==> src/hdl/bcr_pkg.sv <==
// package: register offsets, field positions, reset values and codes for the board control bank
package bcr_pkg;
  // i/o port offsets
  localparam logic [15:0] OFS_FUNCTION = 16'h8202;
  localparam logic [15:0] OFS_VARIANT  = 16'h8204;
  localparam logic [15:0] OFS_SETUP    = 16'h8205;
  localparam logic [15:0] OFS_REVISION = 16'h8206;
  localparam logic [15:0] OFS_WIN_CFG  = 16'h8207;
  localparam logic [15:0] OFS_WIN_PAGE = 16'h8208;
  localparam logic [15:0] OFS_WIN_BASE = 16'h8209;
  localparam logic [15:0] OFS_BOOT     = 16'h820A;
  localparam logic [15:0] OFS_TWO_WIRE = 16'h820B;

  // field positions
  localparam int SETUP_READY_BIT  = 7;
  localparam int SETUP_WDOG_BIT   = 6;
  localparam int WIN_ENABLE_BIT   = 7;
  localparam int WIN_SIZE_BIT     = 0;
  localparam int TW_CLK_LATCH_BIT = 7;
  localparam int TW_DAT_LATCH_BIT = 6;
  localparam int TW_CLK_PIN_BIT   = 5;
  localparam int TW_DAT_PIN_BIT   = 4;
  localparam int PAGE_W           = 3;
  localparam int BASE_W           = 6;

  // constants
  localparam logic [7:0] RESET_TRIGGER_CODE = 8'hA5;
  localparam logic [7:0] BASE_FIXED_HIGH    = 8'hC0;
  localparam logic [7:0] TW_LOW_NIBBLE      = 8'h0F;
  localparam logic [7:0] UNMAPPED_READ      = 8'hFF;
  localparam logic [1:0] BOOT_LOADER_MODE   = 2'h2;

  // reset values
  localparam logic [7:0] RST_WIN_CFG  = 8'h00;
  localparam logic [2:0] RST_PAGE     = 3'h0;
  localparam logic [5:0] RST_BASE     = 6'h00;
  localparam logic       RST_STOP     = 1'b1;
  localparam logic       RST_READY    = 1'b0;
  localparam logic       RST_LATCH    = 1'b1;

  // trigger source selection
  typedef enum logic [1:0] {
    BCR_SYNC_RESERVED = 2'b00,
    BCR_SYNC_TIMER    = 2'b01
  } bcr_sync_src_t;
endpackage : bcr_pkg

==> src/hdl/bcr_sync_mux.sv <==
// trigger and stop output logic toward the add-on board connector
`timescale 1ns/1ps
module bcr_sync_mux
  import bcr_pkg::*;
(
  // control bits
  input  wire logic sync_source_select,
  input  wire logic sync_direct_level,
  input  wire logic stop_state,
  input  wire logic boot_loader,
  // timer source
  input  wire logic timer_ch2,
  input  wire logic speaker_enable,
  // outputs
  output logic      sync_n,
  output logic      stop_n,
  output logic      stop_led_on
);
  logic stop_active;

  // trigger source selection
  always_comb
  begin
    if (sync_source_select)
      sync_n = sync_direct_level;                   // RL22
    else if (sync_direct_level)
      sync_n = timer_ch2 & speaker_enable;          // RL22
    else
      sync_n = 1'b1;  // no square wave source here  // RL4
  end

  // stop forced active in boot loader mode
  assign stop_active = stop_state | boot_loader;  // RL2 RL23
  assign stop_n      = ~stop_active;              // RL3
  assign stop_led_on = stop_active;               // RL1
endmodule : bcr_sync_mux

==> src/hdl/bcr_two_wire.sv <==
// bit-level two-wire port: output latches and live pin sampling
`timescale 1ns/1ps
module bcr_two_wire
  import bcr_pkg::*;
(
  // clock and reset
  input  wire logic       clk,
  input  wire logic       reset,
  input  wire logic       clk_en,
  // register access
  input  wire logic       wr_stb,
  input  wire logic [7:0] wr_data,
  output logic      [7:0] rd_value,
  // open-drain pins
  input  wire logic       scl_in,
  output logic            scl_out,
  output logic            scl_oe,
  input  wire logic       sda_in,
  output logic            sda_out,
  output logic            sda_oe
);
  logic clock_line_latch_q;
  logic data_line_latch_q;

  // latches: software alone sequences the bus, no hardware timing
  always_ff @(posedge clk)
  begin
    if (reset)
    begin
      clock_line_latch_q <= RST_LATCH;
      data_line_latch_q  <= RST_LATCH;
    end
    else if (clk_en && wr_stb)
    begin
      clock_line_latch_q <= wr_data[TW_CLK_LATCH_BIT];  // RL21 RL24
      data_line_latch_q  <= wr_data[TW_DAT_LATCH_BIT];  // RL21
    end
  end

  // latch at 0 pulls low, latch at 1 releases
  assign scl_out = 1'b0;
  assign sda_out = 1'b0;
  assign scl_oe  = ~clock_line_latch_q;  // RL21
  assign sda_oe  = ~data_line_latch_q;   // RL21

  // read view
  always_comb
  begin
    rd_value                   = TW_LOW_NIBBLE;  // RL20
    rd_value[TW_CLK_LATCH_BIT] = clock_line_latch_q;
    rd_value[TW_DAT_LATCH_BIT] = data_line_latch_q;
    rd_value[TW_CLK_PIN_BIT]   = scl_in;          // RL20
    rd_value[TW_DAT_PIN_BIT]   = sda_in;
  end
endmodule : bcr_two_wire

==> src/hdl/bcr_bank.sv <==
// board control register bank on the host i/o port bus
`timescale 1ns/1ps
// Behaviour
// [RL1] stop output lights red indicator when low
// [RL2] stop active after reset and in boot loader
// [RL3] stop and trigger exported to expansion connector
// [RL4] no square wave trigger source provided
// [RL5] function code read fixed, writes ignored
// [RL6] variant code read fixed
// [RL7] writing A5 to variant register resets board
// [RL8] setup reads ready bit7, watchdog bit6
// [RL9] watchdog enable sticks once set
// [RL10] ready bit drives active-low ready, green light
// [RL11] ready inactive after reset and boot loader
// [RL12] software preserves ready when enabling watchdog
// [RL13] revision register returns logic revision
// [RL14] window size bit0, bits6..1 read zero
// [RL15] window enable in config bit7
// [RL16] three-bit page select, upper bits zero
// [RL17] base bits 7..6 fixed one, 5..0 writable
// [RL18] boot mode pins read in bits 1..0
// [RL19] software never writes boot mode register
// [RL20] two-wire read: latches, pins, low nibble ones
// [RL21] two-wire write loads latches, open-drain drive
// [RL24] two-wire bus sequenced by software only
// [RL22] trigger follows direct bit or gated timer
// [RL23] stop bit drives stop output low
// [RL25] reserved bits ignored, read constant
module bcr_bank
  import bcr_pkg::*;
#(
  parameter logic [7:0] FUNCTION_CODE = 8'h3C,  // value arbitrary
  parameter logic [7:0] VARIANT_CODE  = 8'h1E,  // value arbitrary
  parameter logic [7:0] REVISION_CODE = 8'h01   // value arbitrary
)
(
  // clock and reset
  input  wire logic        clk,
  input  wire logic        reset,
  input  wire logic        clk_en,
  // host i/o port bus
  input  wire logic [15:0] io_addr,
  input  wire logic        io_rd,
  input  wire logic        io_wr,
  input  wire logic [7:0]  io_wdata,
  output logic      [7:0]  io_rdata,
  output logic             io_hit,
  // control register bits held elsewhere
  input  wire logic        sync_source_select,
  input  wire logic        sync_direct_level,
  input  wire logic        stop_state,
  input  wire logic        timer_ch2,
  input  wire logic        speaker_enable,
  // board pins
  input  wire logic [1:0]  boot_mode_pins,
  output logic             sync_n,
  output logic             stop_n,
  output logic             stop_led_on,
  output logic             ready_n,
  output logic             ready_led_on,
  output logic             board_reset_req,
  // watchdog and socket window
  output logic             watchdog_enable,
  output logic             window_enable,
  output logic             window_size,
  output logic [2:0]       window_page,
  output logic [7:0]       window_base,
  // two-wire pins
  input  wire logic        scl_in,
  output logic             scl_out,
  output logic             scl_oe,
  input  wire logic        sda_in,
  output logic             sda_out,
  output logic             sda_oe
);
  // access timing for whoever hooks this bank to a host bus:
  //   a read is taken at an enabled edge and its data stands from the next
  //   cycle until the next taken read; a write lands at its taking edge;
  //   accesses may follow back to back, there are no wait states.
  // the stop and trigger control bits sit in a control register outside
  // this bank and arrive here as plain levels.

  // register state
  logic              ready_q;
  logic              wdog_q;
  logic              win_en_q;
  logic              win_size_q;
  logic [PAGE_W-1:0] page_q;
  logic [BASE_W-1:0] base_q;
  logic              board_reset_q;
  logic [7:0]        rdata_q;
  logic [7:0]        rdata_d;
  // decoded strobes and read views
  logic              wr;
  logic              rd;
  logic              wr_variant;
  logic              wr_setup;
  logic              wr_win_cfg;
  logic              wr_win_page;
  logic              wr_win_base;
  logic              wr_two_wire;
  logic              reset_code_seen;
  logic              boot_loader;
  logic [7:0]        tw_value;
  logic [7:0]        setup_view;
  logic [7:0]        win_cfg_view;
  logic [7:0]        page_view;
  logic [7:0]        base_view;
  logic [7:0]        boot_view;

  // address match helper shared by decode paths; the match is exact, so
  // aliases of the bank further up the port space are not claimed
  function automatic logic hit_at(input logic [15:0] a, input logic [15:0] ofs);
    hit_at = (a == ofs);
  endfunction : hit_at

  // base address as the bus sees it: the top bits always read as one
  function automatic logic [7:0] base_with_fixed(input logic [BASE_W-1:0] b);
    base_with_fixed = BASE_FIXED_HIGH | {{(8-BASE_W){1'b0}}, b};  // RL17
  endfunction : base_with_fixed

  // strobes carry the clock enable, so a frozen bank ignores the bus
  // entirely instead of taking half an access
  assign wr          = clk_en & io_wr;
  assign rd          = clk_en & io_rd;
  assign wr_variant  = wr & hit_at(io_addr, OFS_VARIANT);
  assign wr_setup    = wr & hit_at(io_addr, OFS_SETUP);
  assign wr_win_cfg  = wr & hit_at(io_addr, OFS_WIN_CFG);
  assign wr_win_page = wr & hit_at(io_addr, OFS_WIN_PAGE);
  assign wr_win_base = wr & hit_at(io_addr, OFS_WIN_BASE);
  assign wr_two_wire = wr & hit_at(io_addr, OFS_TWO_WIRE);

  // function, revision and boot mode registers have no write path, so a
  // write to them falls through every decode below and changes nothing
  assign reset_code_seen = wr_variant & (io_wdata == RESET_TRIGGER_CODE);  // RL7
  assign boot_loader     = (boot_mode_pins == BOOT_LOADER_MODE);          // RL2 RL11

  // board reset request: one registered pulse, so a glitch on the data
  // lines while the write settles cannot reach the reset tree
  always_ff @(posedge clk)
  begin
    if (reset)
      board_reset_q <= 1'b0;
    else if (clk_en)
      board_reset_q <= reset_code_seen;  // RL7
  end

  // ready bit follows every setup write; software keeps it set when it
  // only means to start the watchdog
  always_ff @(posedge clk)
  begin
    if (reset)
      ready_q <= RST_READY;  // RL11
    else if (wr_setup)
      ready_q <= io_wdata[SETUP_READY_BIT];  // RL10
  end

  // watchdog enable is one-way: a written zero is dropped, so only a
  // board reset brings it back to zero; a runaway program cannot switch
  // off the very timer meant to catch it
  always_ff @(posedge clk)
  begin
    if (reset)
      wdog_q <= 1'b0;
    else if (wr_setup && io_wdata[SETUP_WDOG_BIT])
      wdog_q <= 1'b1;  // RL9
  end

  // window configuration: only the enable and size bits are stored,
  // the bits between them are not kept and read back as zero
  always_ff @(posedge clk)
  begin
    if (reset)
    begin
      win_en_q   <= RST_WIN_CFG[WIN_ENABLE_BIT];
      win_size_q <= RST_WIN_CFG[WIN_SIZE_BIT];
    end
    else if (wr_win_cfg)
    begin
      win_en_q   <= io_wdata[WIN_ENABLE_BIT];  // RL15
      win_size_q <= io_wdata[WIN_SIZE_BIT];    // RL14 RL25
    end
  end

  // page select: upper data bits are dropped on the way in, so a page
  // number beyond the socket memory simply wraps
  always_ff @(posedge clk)
  begin
    if (reset)
      page_q <= RST_PAGE;
    else if (wr_win_page)
      page_q <= io_wdata[PAGE_W-1:0];  // RL16
  end

  // base address: the fixed bits are not stored, so no write can move
  // the window below the top of the adapter area
  always_ff @(posedge clk)
  begin
    if (reset)
      base_q <= RST_BASE;
    else if (wr_win_base)
      base_q <= io_wdata[BASE_W-1:0];  // RL17
  end

  // read views with reserved bits tied to their constant values
  // rather than to whatever the host last wrote there
  assign setup_view   = {ready_q, wdog_q, 6'h00};        // RL8
  assign win_cfg_view = {win_en_q, 6'h00, win_size_q};   // RL14
  assign page_view    = {{(8-PAGE_W){1'b0}}, page_q};    // RL16
  assign base_view    = base_with_fixed(base_q);         // RL17
  assign boot_view    = {6'h00, boot_mode_pins};         // RL18

  // read multiplexer; an unclaimed address reads all ones, as an
  // undriven host data bus would
  always_comb
  begin
    rdata_d = UNMAPPED_READ;  // RL25
    case (io_addr)
      OFS_FUNCTION: rdata_d = FUNCTION_CODE;  // RL5
      OFS_VARIANT:  rdata_d = VARIANT_CODE;   // RL6
      OFS_SETUP:    rdata_d = setup_view;     // RL8
      OFS_REVISION: rdata_d = REVISION_CODE;  // RL13
      OFS_WIN_CFG:  rdata_d = win_cfg_view;   // RL14 RL15
      OFS_WIN_PAGE: rdata_d = page_view;      // RL16
      OFS_WIN_BASE: rdata_d = base_view;      // RL17
      OFS_BOOT:     rdata_d = boot_view;      // RL18
      OFS_TWO_WIRE: rdata_d = tw_value;       // RL20
      default:      rdata_d = UNMAPPED_READ;  // RL25
    endcase
  end

  // read data registered so the host sees a settled word one cycle later;
  // the live pin bits are sampled here, which costs a cycle of latency
  // but keeps the host data lines free of pin glitches
  always_ff @(posedge clk)
  begin
    if (reset)
      rdata_q <= 8'h00;
    else if (rd)
      rdata_q <= rdata_d;
  end

  // decode flag lets the host bus know this bank claimed the cycle
  always_comb
  begin
    io_hit = 1'b0;
    case (io_addr)
      OFS_FUNCTION, OFS_VARIANT, OFS_SETUP, OFS_REVISION, OFS_WIN_CFG,
      OFS_WIN_PAGE, OFS_WIN_BASE, OFS_BOOT, OFS_TWO_WIRE: io_hit = 1'b1;
      default: io_hit = 1'b0;
    endcase
  end

  // two-wire port: open drain, an output enable high pulls its line low;
  // start, stop and bit timing are left entirely to software
  bcr_two_wire bcr_two_wire_i (
    .clk      (clk),
    .reset    (reset),
    .clk_en   (clk_en),
    .wr_stb   (wr_two_wire),
    .wr_data  (io_wdata),
    .rd_value (tw_value),
    .scl_in   (scl_in),
    .scl_out  (scl_out),
    .scl_oe   (scl_oe),
    .sda_in   (sda_in),
    .sda_out  (sda_out),
    .sda_oe   (sda_oe)
  );

  // stop and trigger stay combinational so the connector follows the
  // control bits within the same cycle
  bcr_sync_mux bcr_sync_mux_i (
    .sync_source_select (sync_source_select),
    .sync_direct_level  (sync_direct_level),
    .stop_state         (stop_state),
    .boot_loader        (boot_loader),
    .timer_ch2          (timer_ch2),
    .speaker_enable     (speaker_enable),
    .sync_n             (sync_n),
    .stop_n             (stop_n),
    .stop_led_on        (stop_led_on)
  );

  // ready kept inactive in boot loader mode, whatever the bit holds;
  // the led mirrors the pin
  assign ready_n         = ~(ready_q & ~boot_loader);  // RL10 RL11
  assign ready_led_on    = ~ready_n;                   // RL10

  // registered read data and reset pulse toward the host side
  assign io_rdata        = rdata_q;
  assign board_reset_req = board_reset_q;  // RL7

  // watchdog and socket window settings toward the board logic
  assign watchdog_enable = wdog_q;      // RL9
  assign window_enable   = win_en_q;    // RL15
  assign window_size     = win_size_q;  // RL14
  assign window_page     = page_q;      // RL16
  assign window_base     = base_view;   // RL17
endmodule : bcr_bank

==> config.mk <==
export PLATFORM = sky130hd
export DESIGN_NAME = bcr_bank
export DESIGN_NICKNAME = d
export VERILOG_FILES = /design/src/hdl/bcr_pkg.sv /design/src/hdl/bcr_sync_mux.sv /design/src/hdl/bcr_two_wire.sv /design/src/hdl/bcr_bank.sv
export SDC_FILE = /design/constraint.sdc
export NUM_CORES = 1
export LEC_CHECK = 0
export ABC_AREA = 1
export ABC_CLOCK_PERIOD_IN_PS = 2250
export CORE_UTILIZATION = 35
export DETAILED_ROUTE_END_ITERATION = 8
export DONT_BUFFER_PORTS = 1
export REMOVE_ABC_BUFFERS = 1
export SYNTH_ARGS = -nofsm -noshare
export SYNTH_HDL_FRONTEND = slang
export SYNTH_HIERARCHICAL = 1
export SYNTH_SLANG_ARGS = --single-unit
==> constraint.sdc <==
create_clock -name clk -period 2.25 [get_ports clk]
set_input_delay 0.1125 -clock clk [delete_from_list [all_inputs] [get_ports clk]]
set_output_delay 0.1125 -clock clk [all_outputs]
set_load 0.01 [all_outputs]
==> flow_metrics.tcl <==
set metrics [dict create \
    drt_pass1_iterations 4 \
    p_leak_nw 0.791 \
    grt_pass1_wl_um 6780 \
    ys_warn_count 6 \
    critPathRequiredTime_ns 2.14 \
    cp_cell_sequence "nor2_1, nand2_2, nor2_8, nand2_1, nand3_1, inv_2, nand3_4" \
    path_buf_inv 1 \
    netlist_area_mm2 0.00163 \
    vias 1495 \
    clock_path_buffers 2 \
    synth.top_cells.by_area "dfxtp_1 (29%), nand2_1 (11%), nand3_1 (9.2%), nor2_1 (6.2%), buf_4 (6.0%)" \
    r2r_slack_ns 1.31 \
    start_util 0.370 \
    min_path_type "in2reg" \
    cp-end-kind "output pin" \
    yosysUniqueCellTypes 26 \
    rsz0062_at_grt "no" \
    port_buffers 0 \
    grt_pass1_vias 1531 \
    postSynthAreaPerCell_um2 6.56 \
    crit_family "simple AND/OR/NAND/NOR gates" \
    cts_resized 0 \
    crit_path_max_incr_delay_ns 0.31 \
    clkSlewWorstSetupHoldPaths_ns 0.08 \
    vias_per_cell 4.97 \
    outcome "finished clean" \
    antennaDiodeCount 0 \
    setup_ws_ns 1.01 \
    ys_ff_latch 24 \
    mostFrequentLayoutCells "nand2_1 (47), nand3_1 (30), nor2_1 (27)" \
    yosysSeqAreaShare 0.294 \
    grt_start_max_net_pins 25 \
    slowest_stage "nor2_8" \
    clock_sinks 24 \
    path_class "in2out" \
    core_region_area_mm2 0.00441 \
    worstPathMaxFanout 24 \
    finalSetupViolCount 0 \
    ctsRootBufferMaster "clkbuf_8" \
    timing_hold_violations_final 0 \
    post-cts-setup-buffer-count 0 \
    fmax_mhz 808 \
    grt_overflow 0 \
    hpwlAfterDp_um 3140 \
    place.gp.congestion 0.794 \
    synth_area_leader_cell "dfxtp_1" \
    cts_tree "built" \
    final_common_cell "nand2_1" \
    fin_crit_ns 1.24 \
    clk_latency_ns 0.27 \
    routed_wl_um 3950 \
    nets 288 \
    post-route-period-util 0.550 \
    drc 0 \
    synth_top_area_share 0.294 \
    drive_above_1_share 0.165 \
    grt_use_total 0.168 \
    first_iter_violations 72 \
    wl_per_cell_um 13.1 \
    slew_violations 0 \
    row_count 24 \
    maxCapViolCount 0 \
    finalClockSkew_ns 0.00108 \
    vdd_drop_max_mv 0.266 \
    die_y_um 70.3 \
    cts_buffers 3 \
    detail-route-antenna-nets 0 \
    ios 71 \
    die_x_um 70.3 \
    cts_htree_levels 1 \
    syn_inst 249 \
    grt_antenna_before_repair 0 \
    areaGrowthSynthToFinish_pct 6.36 \
    start_kind "input pin" \
    die_area_mm2 0.00495 \
    worst_ep_arrival_time_ns 1.12 \
    dp_slack_ns 0.889 \
    pwr_density_cell_mw_per_mm2 476 \
    fin_setup_tns_ns 0 \
]
final cells by class:
type / count / area (um2)
timing repair buffer: 9 / 90.1
inverter: 32 / 123
clock buffer: 4 / 55.1
tap: 52 / 65.1
sequential: 24 / 480
multi-input combinational: 180 / 925
fill: 480 / 2680
state kept, by name, indices dropped and copies added (netlist names):
name / flops
window_size: 1
base_q: 6
io_rdata: 8
ready_q: 1
board_reset_req: 1
window_enable: 1
bcr_two_wire_i/data_line_latch_q: 1
window_page: 3
watchdog_enable: 1
bcr_two_wire_i/clock_line_latch_q: 1
worst register-to-register path, stage by stage, from the launching register on:
cell and delay [ns]:
dfxtp_1 0.42, inv_1 0.08, o21ai_0 0.18, nor2_1 0.08, a21oi_2 0.12
cells by family after synthesis:
group	after synthesis	share of synthesized area
compound gates	39	0.138
buf+inv	50	0.152
flops	24	0.294
other cells	3	0.00689
simple gates	133	0.410
synthesized netlist by cell type, drive strengths merged:
| library cell | n |
|---|---|
| nand2 | 56 |
| nor3 | 2 |
| nand4 | 3 |
| nand3 | 33 |
| o21ai | 17 |
| dfxtp | 24 |
| nor2 | 38 |
| inv | 32 |
| a21oi | 22 |
| conb | 3 |
| clkbuf | 3 |
| nor4 | 1 |
| buf | 15 |
metal layers:
metal / vias up / share of wire / global-route usage
li1: 777 / - / -
met1: 646 / 0.43 / 0.205
met2: 62 / 0.45 / 0.274
met3: 10 / 0.091 / 0.0577
met4: 0 / 0.022 / 0.0578
met5: - / 0 / 0
stage by stage:
step | hold slack [ns] | util | instances | power, mW | area (um2)
floorplan | 0.182 | - | 236 | 0.515 | 1530
global placement | 0.183 | 0.361 | 288 | 0.526 | 1590
detailed placement | 0.186 | 0.361 | 288 | 0.527 | 1590
CTS | 0.00198 | 0.394 | 301 | 0.839 | 1740
global route | 0.0225 | 0.394 | 301 | 0.866 | 1740
finish | 0.00549 | 0.394 | 301 | 0.828 | 1740
power by group:
| group | switching (mW) | total (mW) | leakage, nW | internal (mW) |
|---|---|---|---|---|
| Clock | 0.139 | 0.295 | 0.0288 | 0.156 |
| Sequential | 0.0101 | 0.444 | 0.195 | 0.434 |
| Combinational | 0.0558 | 0.0883 | 0.567 | 0.0325 |
what timing repair did:
action / 4_1_cts / 5_1_grt
setup endpoints to repair: 0 / 0
hold buffers: 9 / 0
hold endpoints to repair: 11 / 0
final timing paths:
| path | from | endpoint | depth (start not counted) |
|---|---|---|---|
| setup / recovery | io_addr[13] | io_hit | 7 |
| hold / removal | clk_en | bcr_two_wire_i/data_line_latch_q | 2 |
| setup reg to reg | base_q[5] | io_rdata[5] | 4 |
| hold reg to reg | bcr_two_wire_i/data_line_latch_q | bcr_two_wire_i/data_line_latch_q | 2 |
(Power assumes the default switching activity.)
